$ cat src/pll_pkg.sv
// package: register map, reset values, timing constants and carriers
// assumes a single 20 MHz system clock shared by every design file
package pll_pkg;

  localparam int          CLK_HZ       = 20_000_000;
  localparam int          AW           = 4;
  localparam int          DW           = 16;

  // register offsets, one register per address
  localparam logic [3:0]  OFF_CTRL     = 4'h0;
  localparam logic [3:0]  OFF_MDIV     = 4'h1;
  localparam logic [3:0]  OFF_NDIV     = 4'h2;
  localparam logic [3:0]  OFF_QUAL     = 4'h3;
  localparam logic [3:0]  OFF_FILT     = 4'h4;
  localparam logic [3:0]  OFF_VDIV0    = 4'h5;
  localparam logic [3:0]  OFF_STAT     = 4'hA;

  // field positions
  localparam int          CTRL_FREQ_B  = 0;
  localparam int          CTRL_COARSE_B = 1;
  localparam int          CTRL_FBSEL_LO = 2;
  localparam int          FILT_RES_LO  = 4;
  localparam int          VDIV_SKEW_LO = 8;

  // reset values (ratio fields hold ratio-1, output fields hold ratio/2-1)
  localparam logic [15:0] CTRL_RST     = 16'h0000;
  localparam logic [4:0]  MDIV_RST     = 5'h00;
  localparam logic [4:0]  NDIV_RST     = 5'h00;
  localparam logic [7:0]  QUAL_RST     = 8'h0F;
  localparam logic [7:0]  QUAL_MIN     = 8'h0F;
  localparam logic [3:0]  ICP_RST      = 4'h0;
  localparam logic [3:0]  ICP_MAX      = 4'hD;
  localparam logic [2:0]  RES_RST      = 3'h0;
  localparam logic [2:0]  RES_MAX      = 3'h5;
  localparam logic [4:0]  VDIV_RST     = 5'h00;
  localparam logic [2:0]  FBSEL_MAX    = 3'h4;

  // times and the cycle counts derived from them
  localparam int          PHASE_WIN_NS = 100;
  localparam int          PHASE_WIN_CYC = (PHASE_WIN_NS * (CLK_HZ / 1_000_000)) / 1000;
  localparam int          REF_LOSS_NS  = 10_000;
  localparam int          REF_LOSS_CYC = (REF_LOSS_NS * (CLK_HZ / 1_000_000) + 999) / 1000;

  typedef struct packed {
    logic       freq_mode;
    logic       enable;
    logic [7:0] qual_m1;
  } lock_cfg_t;

  typedef struct packed {
    logic       locked;
    logic       ref_lost;
  } lock_stat_t;

endpackage

$ cat src/edge_div.sv
// event divider: counts input event pulses, emits a terminal pulse and a level
// assumes event pulses are one clock wide and come from logic on the same clock
module edge_div #(
  parameter int W  = 5,
  parameter int DLW = 6
) (
  // clock and reset
  input  wire logic           clk,
  input  wire logic           rst,
  // control
  input  wire logic           sync_clr,
  input  wire logic [W-1:0]   ratio_m1,
  input  wire logic [DLW-1:0] start_dly,
  // events
  input  wire logic           ev,
  output logic                tc,
  output logic                lvl
);

  logic [W-1:0]   cnt_r;
  logic [DLW-1:0] dly_r;

  // a common clear holds every divider so all restart edge aligned
  always_ff @(posedge clk or posedge rst) begin
    if (rst) begin
      cnt_r <= '0;
      dly_r <= '0;
      tc    <= 1'b0;
      lvl   <= 1'b0;
    end else if (sync_clr) begin
      cnt_r <= '0;
      dly_r <= start_dly;
      tc    <= 1'b0;
      lvl   <= 1'b0;
    end else begin
      tc <= 1'b0;
      if (ev) begin
        if (dly_r != '0) begin
          dly_r <= dly_r - 1'b1;
        end else if (cnt_r == ratio_m1) begin
          cnt_r <= '0;
          tc    <= 1'b1;
          lvl   <= ~lvl;
        end else begin
          cnt_r <= cnt_r + 1'b1;
        end
      end
    end
  end

endmodule

$ cat src/lock_det.sv
// lock detector: compares prescaled reference and feedback event pulses
// assumes both event streams are one-cycle pulses on the system clock
module lock_det (
  // clock and reset
  input  wire logic                clk,
  input  wire logic                rst,
  // configuration
  input  wire pll_pkg::lock_cfg_t  cfg,
  // detector events
  input  wire logic                ref_ev,
  input  wire logic                fb_ev,
  // result
  output pll_pkg::lock_stat_t      stat
);

  localparam logic [7:0]  WIN  = 8'(pll_pkg::PHASE_WIN_CYC);
  localparam logic [15:0] LOSS = 16'(pll_pkg::REF_LOSS_CYC);

  logic [7:0]  ref_age_r;
  logic [7:0]  fb_age_r;
  logic [15:0] loss_cnt_r;
  logic [1:0]  fb_cnt_r;
  logic        hit_r;
  logic [8:0]  qual_cnt_r;
  logic        locked_r;
  logic        hit_now;
  logic        cond;
  logic        lost;

  assign hit_now = (ref_ev && fb_age_r <= WIN) || (fb_ev && ref_age_r <= WIN);
  assign lost    = (loss_cnt_r >= LOSS);
  // frequency match: exactly one feedback event per reference period
  assign cond    = (fb_cnt_r + {1'b0, fb_ev} == 2'd1) &&
                   (cfg.freq_mode || hit_r || hit_now);

  always_ff @(posedge clk or posedge rst) begin
    if (rst) begin
      ref_age_r <= 8'hFF;
      fb_age_r  <= 8'hFF;
    end else begin
      ref_age_r <= ref_ev ? 8'h00 : (ref_age_r == 8'hFF ? ref_age_r : ref_age_r + 1'b1);
      fb_age_r  <= fb_ev  ? 8'h00 : (fb_age_r  == 8'hFF ? fb_age_r  : fb_age_r  + 1'b1);
    end
  end

  always_ff @(posedge clk or posedge rst) begin
    if (rst) begin
      loss_cnt_r <= '0;
    end else if (ref_ev) begin
      loss_cnt_r <= '0;
    end else if (!lost) begin
      loss_cnt_r <= loss_cnt_r + 1'b1;
    end
  end

  always_ff @(posedge clk or posedge rst) begin
    if (rst) begin
      fb_cnt_r <= '0;
      hit_r    <= 1'b0;
    end else if (ref_ev) begin
      fb_cnt_r <= '0;
      hit_r    <= 1'b0;
    end else begin
      if (fb_ev && fb_cnt_r != 2'd3) begin
        fb_cnt_r <= fb_cnt_r + 1'b1;
      end
      if (hit_now) begin
        hit_r <= 1'b1;
      end
    end
  end

  always_ff @(posedge clk or posedge rst) begin
    if (rst) begin
      qual_cnt_r <= '0;
      locked_r   <= 1'b0;
    end else if (!cfg.enable) begin
      qual_cnt_r <= '0;
      locked_r   <= 1'b0;
    end else if (!cfg.freq_mode && lost) begin
      qual_cnt_r <= '0;
      locked_r   <= 1'b0;
    // frequency mode judges only at reference pulses
    end else if (!cfg.freq_mode && (fb_cnt_r == 2'd2 || (fb_ev && fb_cnt_r == 2'd1))) begin
      qual_cnt_r <= '0;
      locked_r   <= 1'b0;
    end else if (ref_ev) begin
      if (!cond) begin
        qual_cnt_r <= '0;
        locked_r   <= 1'b0;
      end else if (!cfg.freq_mode) begin
        locked_r <= 1'b1;
      end else begin
        if (qual_cnt_r != 9'h100) begin
          qual_cnt_r <= qual_cnt_r + 1'b1;
        end
        locked_r <= (qual_cnt_r >= {1'b0, cfg.qual_m1});
      end
    end
    // a stopped reference never ends a frequency-mode period, so lock is kept
  end

  assign stat.locked   = locked_r;
  assign stat.ref_lost = lost;

endmodule

$ cat src/pll_divider_lock_detect.sv
// top: digital side of a clock synthesis loop, dividers, lock detect, registers
// assumes reference and oscillator come in as pins sampled on CLK; the analog
// charge pump and filter take CP_SEL and RES_SEL, and this block never sees them
//
// What this block does
// - lock output low while locked
// - selectable phase or frequency lock mode
// - phase mode locks with no delay
// - frequency mode qualifies 16 to 256 cycles
// - lock loss deasserts output at once
// - phase mode reference loss drops lock
// - frequency mode may hold lock without reference
// - current 14 settings, resistor six settings
// - reference prescale 1 to 32
// - feedback prescale 1 to 32
// - five output dividers, even 2 to 64
// - feedback taken from any output divider
// - output equals ref times N*Vfb over M*Vk
// - skew steps counted in oscillator periods
// - bypass feeds prescaled reference to dividers
// - bypass halves output divider ratios
// - bypass disables lock and skew
//
// Implementation choices: the strobed register port and the address map.
module pll_divider_lock_detect #(
  parameter int NOUT = 5
) (
  // clock and reset
  input  wire logic                    CLK,
  input  wire logic                    RST,
  // register port
  input  wire logic [pll_pkg::AW-1:0]  ADDR,
  input  wire logic [pll_pkg::DW-1:0]  WDATA,
  input  wire logic                    WR,
  input  wire logic                    RD,
  output logic [pll_pkg::DW-1:0]       RDATA,
  // clock pins
  input  wire logic                    REF_CLK,
  input  wire logic                    VCO_CLK,
  input  wire logic                    BYPASS,
  // outputs
  output logic [NOUT-1:0]              CLK_OUT,
  output logic                         LOCK_N,
  output logic [3:0]                   CP_SEL,
  output logic [2:0]                   RES_SEL
);

  logic [2:0]      ref_s_r;
  logic [2:0]      vco_s_r;
  logic [1:0]      byp_s_r;
  logic            byp_d_r;
  logic            ref_rise;
  logic            ref_any;
  logic            vco_rise;
  logic            bypass;

  logic            freq_mode_r;
  logic            coarse_r;
  logic [2:0]      fb_sel_r;
  logic [4:0]      m_r;
  logic [4:0]      n_r;
  logic [7:0]      qual_r;
  logic [3:0]      icp_r;
  logic [2:0]      res_r;
  logic [4:0]      v_r    [NOUT];
  logic [3:0]      skew_r [NOUT];
  logic            resync_r;
  logic [pll_pkg::DW-1:0] rdata_nxt;

  logic            m_tc;
  logic            n_tc;
  logic [NOUT-1:0] v_tc;
  logic [NOUT-1:0] v_lvl;
  logic            m_ev;
  logic            v_ev;
  logic            fb_ev;
  pll_pkg::lock_cfg_t  lcfg;
  pll_pkg::lock_stat_t lstat;

  // clips a write to the highest legal code, keeping unused codes unreachable
  function automatic logic [3:0] clip4(input logic [3:0] v, input logic [3:0] mx);
    clip4 = (v > mx) ? mx : v;
  endfunction

  function automatic logic is_wr(input logic [pll_pkg::AW-1:0] a,
                                 input logic [pll_pkg::AW-1:0] o);
    is_wr = WR && (a == o);
  endfunction

  // pins cross two flops; the edge detect reads only the second and later stages
  always_ff @(posedge CLK or posedge RST) begin
    if (RST) begin
      ref_s_r <= '0;
      vco_s_r <= '0;
      byp_s_r <= '0;
      byp_d_r <= 1'b0;
    end else begin
      ref_s_r <= {ref_s_r[1:0], REF_CLK};
      vco_s_r <= {vco_s_r[1:0], VCO_CLK};
      byp_s_r <= {byp_s_r[0], BYPASS};
      byp_d_r <= byp_s_r[1];
    end
  end

  assign ref_rise = ref_s_r[1] & ~ref_s_r[2];
  assign ref_any  = ref_s_r[1] ^ ref_s_r[2];
  assign vco_rise = vco_s_r[1] & ~vco_s_r[2];
  assign bypass   = byp_s_r[1];

  // control register
  always_ff @(posedge CLK or posedge RST) begin
    if (RST) begin
      freq_mode_r <= pll_pkg::CTRL_RST[pll_pkg::CTRL_FREQ_B];
      coarse_r    <= pll_pkg::CTRL_RST[pll_pkg::CTRL_COARSE_B];
      fb_sel_r    <= pll_pkg::CTRL_RST[pll_pkg::CTRL_FBSEL_LO +: 3];
    end else if (is_wr(ADDR, pll_pkg::OFF_CTRL)) begin
      freq_mode_r <= WDATA[pll_pkg::CTRL_FREQ_B];
      coarse_r    <= WDATA[pll_pkg::CTRL_COARSE_B];
      if (WDATA[pll_pkg::CTRL_FBSEL_LO +: 3] <= pll_pkg::FBSEL_MAX) begin
        fb_sel_r <= WDATA[pll_pkg::CTRL_FBSEL_LO +: 3];
      end
    end
  end

  // prescalers and qualification count
  always_ff @(posedge CLK or posedge RST) begin
    if (RST) begin
      m_r    <= pll_pkg::MDIV_RST;
      n_r    <= pll_pkg::NDIV_RST;
      qual_r <= pll_pkg::QUAL_RST;
    end else begin
      if (is_wr(ADDR, pll_pkg::OFF_MDIV)) begin
        m_r <= WDATA[4:0];
      end
      if (is_wr(ADDR, pll_pkg::OFF_NDIV)) begin
        n_r <= WDATA[4:0];
      end
      if (is_wr(ADDR, pll_pkg::OFF_QUAL)) begin
        qual_r <= (WDATA[7:0] < pll_pkg::QUAL_MIN) ? pll_pkg::QUAL_MIN : WDATA[7:0];
      end
    end
  end

  // loop filter selection
  always_ff @(posedge CLK or posedge RST) begin
    if (RST) begin
      icp_r <= pll_pkg::ICP_RST;
      res_r <= pll_pkg::RES_RST;
    end else if (is_wr(ADDR, pll_pkg::OFF_FILT)) begin
      icp_r <= clip4(WDATA[3:0], pll_pkg::ICP_MAX);
      res_r <= 3'(clip4({1'b0, WDATA[pll_pkg::FILT_RES_LO +: 3]}, {1'b0, pll_pkg::RES_MAX}));
    end
  end

  // output divider ratios and skew
  always_ff @(posedge CLK or posedge RST) begin
    if (RST) begin
      for (int i = 0; i < NOUT; i++) begin
        v_r[i]    <= pll_pkg::VDIV_RST;
        skew_r[i] <= '0;
      end
    end else begin
      for (int i = 0; i < NOUT; i++) begin
        if (is_wr(ADDR, pll_pkg::OFF_VDIV0 + 4'(i))) begin
          v_r[i]    <= WDATA[4:0];
          skew_r[i] <= WDATA[pll_pkg::VDIV_SKEW_LO +: 4];
        end
      end
    end
  end

  // a control, prescaler or output divider write (not QUAL or FILT) or bypass change restarts every divider together one cycle later
  always_ff @(posedge CLK or posedge RST) begin
    if (RST) begin
      resync_r <= 1'b1;
    end else begin
      resync_r <= (WR && ADDR != pll_pkg::OFF_QUAL && ADDR != pll_pkg::OFF_FILT &&
                   ADDR < pll_pkg::OFF_STAT) || (bypass != byp_d_r);
    end
  end

  // read port
  always_comb begin
    rdata_nxt = '0;
    case (ADDR)
      pll_pkg::OFF_CTRL: begin
        rdata_nxt[pll_pkg::CTRL_FREQ_B]        = freq_mode_r;
        rdata_nxt[pll_pkg::CTRL_COARSE_B]      = coarse_r;
        rdata_nxt[pll_pkg::CTRL_FBSEL_LO +: 3] = fb_sel_r;
      end
      pll_pkg::OFF_MDIV: rdata_nxt[4:0] = m_r;
      pll_pkg::OFF_NDIV: rdata_nxt[4:0] = n_r;
      pll_pkg::OFF_QUAL: rdata_nxt[7:0] = qual_r;
      pll_pkg::OFF_FILT: begin
        rdata_nxt[3:0]                        = icp_r;
        rdata_nxt[pll_pkg::FILT_RES_LO +: 3]  = res_r;
      end
      pll_pkg::OFF_STAT: rdata_nxt[2:0] = {bypass, lstat.ref_lost, lstat.locked};
      default: begin
        for (int i = 0; i < NOUT; i++) begin
          if (ADDR == pll_pkg::OFF_VDIV0 + 4'(i)) begin
            rdata_nxt[4:0]                       = v_r[i];
            rdata_nxt[pll_pkg::VDIV_SKEW_LO +: 4] = skew_r[i];
          end
        end
      end
    endcase
  end

  always_ff @(posedge CLK or posedge RST) begin
    if (RST) begin
      RDATA <= '0;
    end else begin
      RDATA <= RD ? rdata_nxt : '0;
    end
  end

  // bypass routes prescaled reference
  // both reference edges count in bypass, which gives the halved ratios
  assign m_ev = bypass ? ref_any : ref_rise;
  assign v_ev = bypass ? m_tc : vco_rise;

  edge_div #(.W(5), .DLW(6)) u_mdiv (
    .clk       (CLK),
    .rst       (RST),
    .sync_clr  (resync_r),
    .ratio_m1  (m_r),
    .start_dly (6'h00),
    .ev        (m_ev),
    .tc        (m_tc),
    .lvl       ()
  );

  // halved in bypass through edge doubling
  for (genvar g = 0; g < NOUT; g++) begin : g_vdiv
    logic [5:0] dly;
    assign dly = bypass ? 6'h00 : (coarse_r ? {1'b0, skew_r[g], 1'b0} : {2'b00, skew_r[g]});
    edge_div #(.W(5), .DLW(6)) u_vdiv (
      .clk       (CLK),
      .rst       (RST),
      .sync_clr  (resync_r),
      .ratio_m1  (v_r[g]),
      .start_dly (dly),
      .ev        (v_ev),
      .tc        (v_tc[g]),
      .lvl       (v_lvl[g])
    );
  end

  assign fb_ev = v_tc[fb_sel_r] & v_lvl[fb_sel_r];

  edge_div #(.W(5), .DLW(6)) u_ndiv (
    .clk       (CLK),
    .rst       (RST),
    .sync_clr  (resync_r),
    .ratio_m1  (n_r),
    .start_dly (6'h00),
    .ev        (fb_ev),
    .tc        (n_tc),
    .lvl       ()
  );

  assign lcfg.freq_mode = freq_mode_r;
  assign lcfg.enable    = ~bypass;
  assign lcfg.qual_m1   = qual_r;

  lock_det u_lock (
    .clk    (CLK),
    .rst    (RST),
    .cfg    (lcfg),
    .ref_ev (m_tc),
    .fb_ev  (n_tc),
    .stat   (lstat)
  );

  always_ff @(posedge CLK or posedge RST) begin
    if (RST) begin
      LOCK_N  <= 1'b1;
      CLK_OUT <= '0;
      CP_SEL  <= pll_pkg::ICP_RST;
      RES_SEL <= pll_pkg::RES_RST;
    end else begin
      LOCK_N  <= ~lstat.locked;
      CLK_OUT <= v_lvl;
      CP_SEL  <= icp_r;
      RES_SEL <= res_r;
    end
  end

endmodule

$ cat config.mk
export PLATFORM = sky130hd
export DESIGN_NAME = pll_divider_lock_detect
export DESIGN_NICKNAME = d
export VERILOG_FILES = /design/src/pll_pkg.sv /design/src/edge_div.sv /design/src/lock_det.sv /design/src/pll_divider_lock_detect.sv
export SDC_FILE = /design/constraint.sdc
export NUM_CORES = 1
export LEC_CHECK = 0
export ABC_AREA = 1
export BUFFER_PORTS_ARGS = -buffer_cell sky130_fd_sc_hd__buf_4
export CORE_MARGIN = 1
export CORE_UTILIZATION = 56
export CTS_CLUSTER_SIZE = 12
export DETAILED_ROUTE_END_ITERATION = 12
export PLACE_DENSITY = 0.76
export SETUP_SLACK_MARGIN = 0.5
export SLEW_MARGIN = 30
export SYNTH_ARGS = -nofsm -noshare
export SYNTH_HDL_FRONTEND = slang
export SYNTH_SLANG_ARGS = --single-unit
$ cat constraint.sdc
create_clock -name CLK -period 6.7 [get_ports CLK]
set_input_delay 0.67 -clock CLK [delete_from_list [all_inputs] [get_ports CLK]]
set_output_delay 0.67 -clock CLK [all_outputs]
set_load 0.02 [all_outputs]
**After elaboration in Yosys (flattened, before gate mapping)**

Index checks and enable logic that the tools add are counted.

- Register bits: 244
- Latch bits: 0
- Bits in writable memories: 0
- ROM bits: 0
- Bits of input ports: 27
- Word-level logic and storage cells: 371
- Memories: 0

- $add $sub $neg: 20
- Multiply operators: 0
- Divide/modulo/power cells: 0
- $lt $le $gt $ge: 10
- Equal/unequal tests: 39
- Shift-type cells: 0
- Mux-type cells: 155
- Bitwise operators: 12
- Reduce and logical (&&, ||, !) cells: 74

Operators by type and width:

| kind | count |
|---|---|
| $mux W5 | 43 |
| $mux W6 | 21 |
| $mux W9 | 7 |
| $mux W1 | 61 |
| $reduce_bool A6 Y1 | 7 |
| $sub A6 B1 Y6 const B | 7 |
| $mux W8 | 5 |
| $add A5 B1 Y5 const B | 7 |
| $eq A5 B5 Y1 | 7 |
| $reduce_bool A2 Y1 | 17 |
| $mux W16 | 2 |
| $reduce_and A2 Y1 | 15 |
| $mux W4 | 7 |
| $ne A2 B2 Y1 const B | 11 |
| $logic_and A1 B1 Y1 | 20 |
| $pmux W3 S6 | 1 |
| $reduce_and A3 Y1 | 6 |
| $add A16 B1 Y16 const B | 1 |
| $add A8 B1 Y8 const B | 2 |
| $eq A4 B3 Y1 const B | 4 |
| $eq A8 B8 Y1 const B | 2 |
| $ge A16 B8 Y1 const B | 1 |
| $le A8 B2 Y1 const B | 2 |
| $eq A4 B4 Y1 const B | 3 |
| 33 further kinds | 51 |

**Depth between registers and ports, before layout**

- Depth after elaboration: 10
- Depth in mapped cells: 12
- Gate-level depth less buffers: 12

**Modules after synthesis**

A second synthesis with hierarchy kept.

- Cell total of the unflattened synthesis: 1738
- Area, all modules: 13885.8 sq um

By module, submodules not included:

| module | times used | cells each | area each (sq um) | seq. area each (sq um) |
|---|---|---|---|---|
| edge_div | 7 | 113 | 879.6 | 325.3 |
| pll_divider_lock_detect | 1 | 576 | 4903.5 | 2760.1 |
| lock_det | 1 | 371 | 2825.2 | 1146.1 |

**Least setup slack after synthesis**

No wires, ideal clock.

- Path kind: input to register
- Start: input port WR
- End: register fb_sel_r[1]
- Arrival: 1.541 ns
- Slack: 5.031 ns
- Cell stages on the path: 6
- Path buffers: 1
- Path through: buf_2 > inv_1 > nor3_1 > a31oi_2 > nand2_1 > o21ai_1

- Cells in the longest elaborated chain, start to end: 2

Ends and longest elaborated chain:

| element | line | RTL |
|---|---|---|
| from (decl) | pll_divider_lock_detect.sv:34 | `input wire logic WR,` |
| $logic_and A1 B1 Y1 | pll_divider_lock_detect.sv:87 | `is_wr = WR && (a == o);` |
| $reduce_and A2 Y1 (no source line) | n/a |  |
| to (signal assigned) | pll_divider_lock_detect.sv:115 | `fb_sel_r <= pll_pkg::CTRL_RST[pll_pkg::CTRL_FBSEL_LO +: 3];` |
| to (signal assigned) | pll_divider_lock_detect.sv:120 | `fb_sel_r <= WDATA[pll_pkg::CTRL_FBSEL_LO +: 3];` |
| to (decl) | pll_divider_lock_detect.sv:59 | `logic [2:0] fb_sel_r;` |

Every way passes these cells.
A chain may end at the register's enable or synchronous reset.

**Worst setup path in the final report**

- Start: register byp_s_r[1]
- End: register g_vdiv[4].u_vdiv.cnt_r[2]

- Cells in the longest elaborated chain, start to end: 3

Ends and longest elaborated chain:

| element | line | RTL |
|---|---|---|
| from (decl) | pll_divider_lock_detect.sv:50 | `logic [1:0] byp_s_r;` |
| from (signal assigned) | pll_divider_lock_detect.sv:100 | `byp_s_r <= {byp_s_r[0], BYPASS};` |
| $mux W1 | pll_divider_lock_detect.sv:221 | `assign v_ev = bypass ? m_tc : vco_rise;` |
| $reduce_bool A2 Y1 (no source line) | n/a |  |
| $reduce_and A2 Y1 (no source line) | n/a |  |
| to (signal assigned) | edge_div.sv:45 | `cnt_r <= cnt_r + 1'b1;` |
| to (decl) | edge_div.sv:20 | `logic [W-1:0] cnt_r;` |

Every way passes these cells.

==> flow_summary_export.csv <==
group,metric,value,unit
run_status,status,"finished, final reports clean",
worst_setup_path,path_buf_inv,3,
timing,whs,0.240,ns
pwr,leakagePower,6.74,nW
cts,cts.path.max_buffers,3,
grt,grt_pass1_wl,47.9,mm
grt,grt_pass1_vias,9974,
layout,nNetsFinal,1627,
cts,clock_sinks,244,
worst_setup_path,crit_type,"reg2reg",
floorplanning,die_y,152,µm
synthesis,async_flop_share,100,%
grt,overflow,0,
timing,fmax,444,MHz
synthesis,synth-seq-cells,244,
synthesis,yosysWarnings,0,
synthesis,ys_top_cells_by_area,"dfrtp_1, nand2_1, inv_1",
timing,period_needed,2.25,ns
cts,clkTransAtPathRegs,0.06,ns
timing,setup_tns,0,ns
timing,min_period_over_period,33.6,%
worst_setup_path,cp-end-kind,"flip-flop",
layout,final_common_cell,"nand2_1",
routing,via_count,10297,
layout,design_area,0.0140,mm²
routing,wirelength,29.0,mm
place,dp.final_hpwl,20.1,mm
layout,drive_above_1_share,11.4,%
worst_setup_path,crit_fanout,11,
cts,cts_setup_buffers,0,
synthesis,yosysSeqAreaShare,48.4,%
layout,layout.area.seq,0.00613,mm²
floorplanning,fp.coreArea,0.0220,mm²
worst_setup_path,r2r_setup_slack,4.45,ns
synthesis,netlist_instances,1507,
timing,worstMarginPinSlew,0.843,ns
cts,cts_tree,"yes",
layout,multi_input_area,0.00561,mm²
floorplanning,start_util,57.5,%
worst_setup_path,worstPathArrival,2.68,ns
routing,drc,0,
place,placed_area,0.0132,mm²
place,gp_congestion,0.895,
synthesis,synthDistinctLibCells,52,
cts,cts_repair_resize_count,0,
floorplanning,dieArea,0.0232,mm²
worst_setup_path,path_cells,"inv_1 > nand3b_1 > nand2_2 > inv_2 > nor2_1 > inv_1 > nand2_2 > nand2_1 > nor2_1 > nor2_1",
layout,final_cell_mix,"nand2_1, dfrtp_1, inv_1",
place,port_buffers,47,
pwr,ir_drop,0.000207,V
worst_setup_path,cpPeakStageDelay,0.55,ns
cts,cts-root-buf,"clkbuf_16",
cts,insertion_delay,0.54,ns
timing,skew,0.0140,ns
routing,dr.pass1.iters,7,
cts,cts_made_buffers,27,
synthesis,synth_edf_count,0,
worst_setup_path,cpMaxStageDelayCell,"dfrtp_1",
hold_path,hold_path.class,"in2reg",
layout,n_antenna_cell,0,
pwr,powerDensity,326,mW/mm²
layout,fillers,1837,
floorplanning,io-pin-count,56,
worst_setup_path,path_common_cell,"nor2_1",
layout,synthToLayoutAreaGrowth,10.6,%
grt,antenna_found_initial,0,
timing,maxSlewHeadroom,43.8,%
timing,finalSetupViolCount,0,
floorplanning,std_cell_rows,54,
timing,hold_viol,0,
floorplanning,die-width,152,µm
routing,viasPerCell,5.55,
worst_setup_path,cp-start-kind,"flip-flop",
worst_setup_path,required,7.13,ns
cts,holdBufCountCts,0,
routing,wl_per_cell,15.6,µm
worst_setup_path,path_delay_family,"simple AND/OR/NAND/NOR gates",
timing,slew_violations,0,
routing,drtIter0Drc,821,
synthesis,synth_top_area_cell,"dfrtp_1",
run,cap_violations,0,
synthesis,postSynthAreaPerCell,8.41,µm²
synthesis,synth_ff_type,"dfrtp_1",
synthesis,syn_area,0.0127,mm²
timing,grt_setup_unrepaired,"no",
grt,grt_max_degree,142,
grt,grtUsageTotal,25.1,%
cts,htree_levels,1,
synthesis,synth_top_area_share,43.8,%
routing,final_antenna_net_count,0,
[state kept, by name, summed over array words and instances (netlist names), 4 cells and up]
register             count
RDATA                   12
u_lock.qual_cnt_r        9
m_r                      5
u_mdiv.cnt_r             5
u_lock.fb_age_r          8
v_r                     25
n_r                      5
icp_r                    4
qual_r                   8
u_ndiv.cnt_r             5
g_vdiv.u_vdiv.tc         5
u_lock.loss_cnt_r       16
u_ndiv.dly_r             6
CLK_OUT                  5
CP_SEL                   4
g_vdiv.u_vdiv.dly_r     30
u_lock.ref_age_r         8
g_vdiv.u_vdiv.cnt_r     25
skew_r                  20
u_mdiv.dly_r             6
g_vdiv.u_vdiv.lvl        5
[cell families after synthesis]
family          synth area share [%]
compound gates                  13.3
xor+xnor                        3.80
fa+ha+maj                       4.15
buf+inv                         7.39
flops                           48.4
other cells                   0.0296
simple gates                    22.9
[metal layers]
layer	global-route usage (%)	share of wire [%]	vias up
li1	-	-	5057
met1	32.7	43	4898
met2	43.8	49	277
met3	3.41	5.0	65
met4	7.26	2.8	0
met5	0	0	-
[final cells by class]
cell class                 count  area share (%)
sequential                   244            43.8
clock buffer                  41            5.34
multi-input combinational   1039            40.0
tap                          280            2.50
timing repair buffer          51            2.82
inverter                     195            5.29
clock inverter                 5           0.250
[worst paths after layout]
path                       cells after the start                         to        from
min                                            1                 byp_s_r[0]      BYPASS
min in group asynchronous                      2  g_vdiv[0].u_vdiv.cnt_r[1]         RST
max reg2reg                                   10  g_vdiv[4].u_vdiv.cnt_r[2]  byp_s_r[1]
max in group asynchronous                      3         u_lock.fb_cnt_r[1]         RST
max                                           10  g_vdiv[4].u_vdiv.cnt_r[2]  byp_s_r[1]
min reg2reg                                    0                 ref_s_r[1]  ref_s_r[0]
[through the flow]
| stage | utilization, % | setup slack [ns] | instances | total power [W] |
|---|---|---|---|---|
| after global placement | 60.1 | 4.49 | 1809 | 0.00317 |
| after CTS | 63.6 | 4.47 | 1855 | 0.00458 |
| after global routing | 63.6 | 4.29 | 1855 | 0.00485 |
| final | 63.6 | 4.45 | 1855 | 0.00457 |
| after floorplan | - | 2.84 | 1510 | 0.00291 |
| after detailed placement | 60.1 | 4.47 | 1809 | 0.00323 |
[synthesized netlist by cell type (all sizes together), types with 23 or more instances]
master,instances
a21oi,47
buf,23
dfrtp,222
ha,42
inv,194
nand2,320
nand3,110
nand4,31
nor2,137
nor3,31
o21ai,182
xor2,40
[power breakdown]
part	internal [W]	total [W]	switching, W
registers	0.00180	0.00203	0.000236
clock network	0.000766	0.00134	0.000576
logic	0.000434	0.00119	0.000758
(Power assumes the default switching activity.)
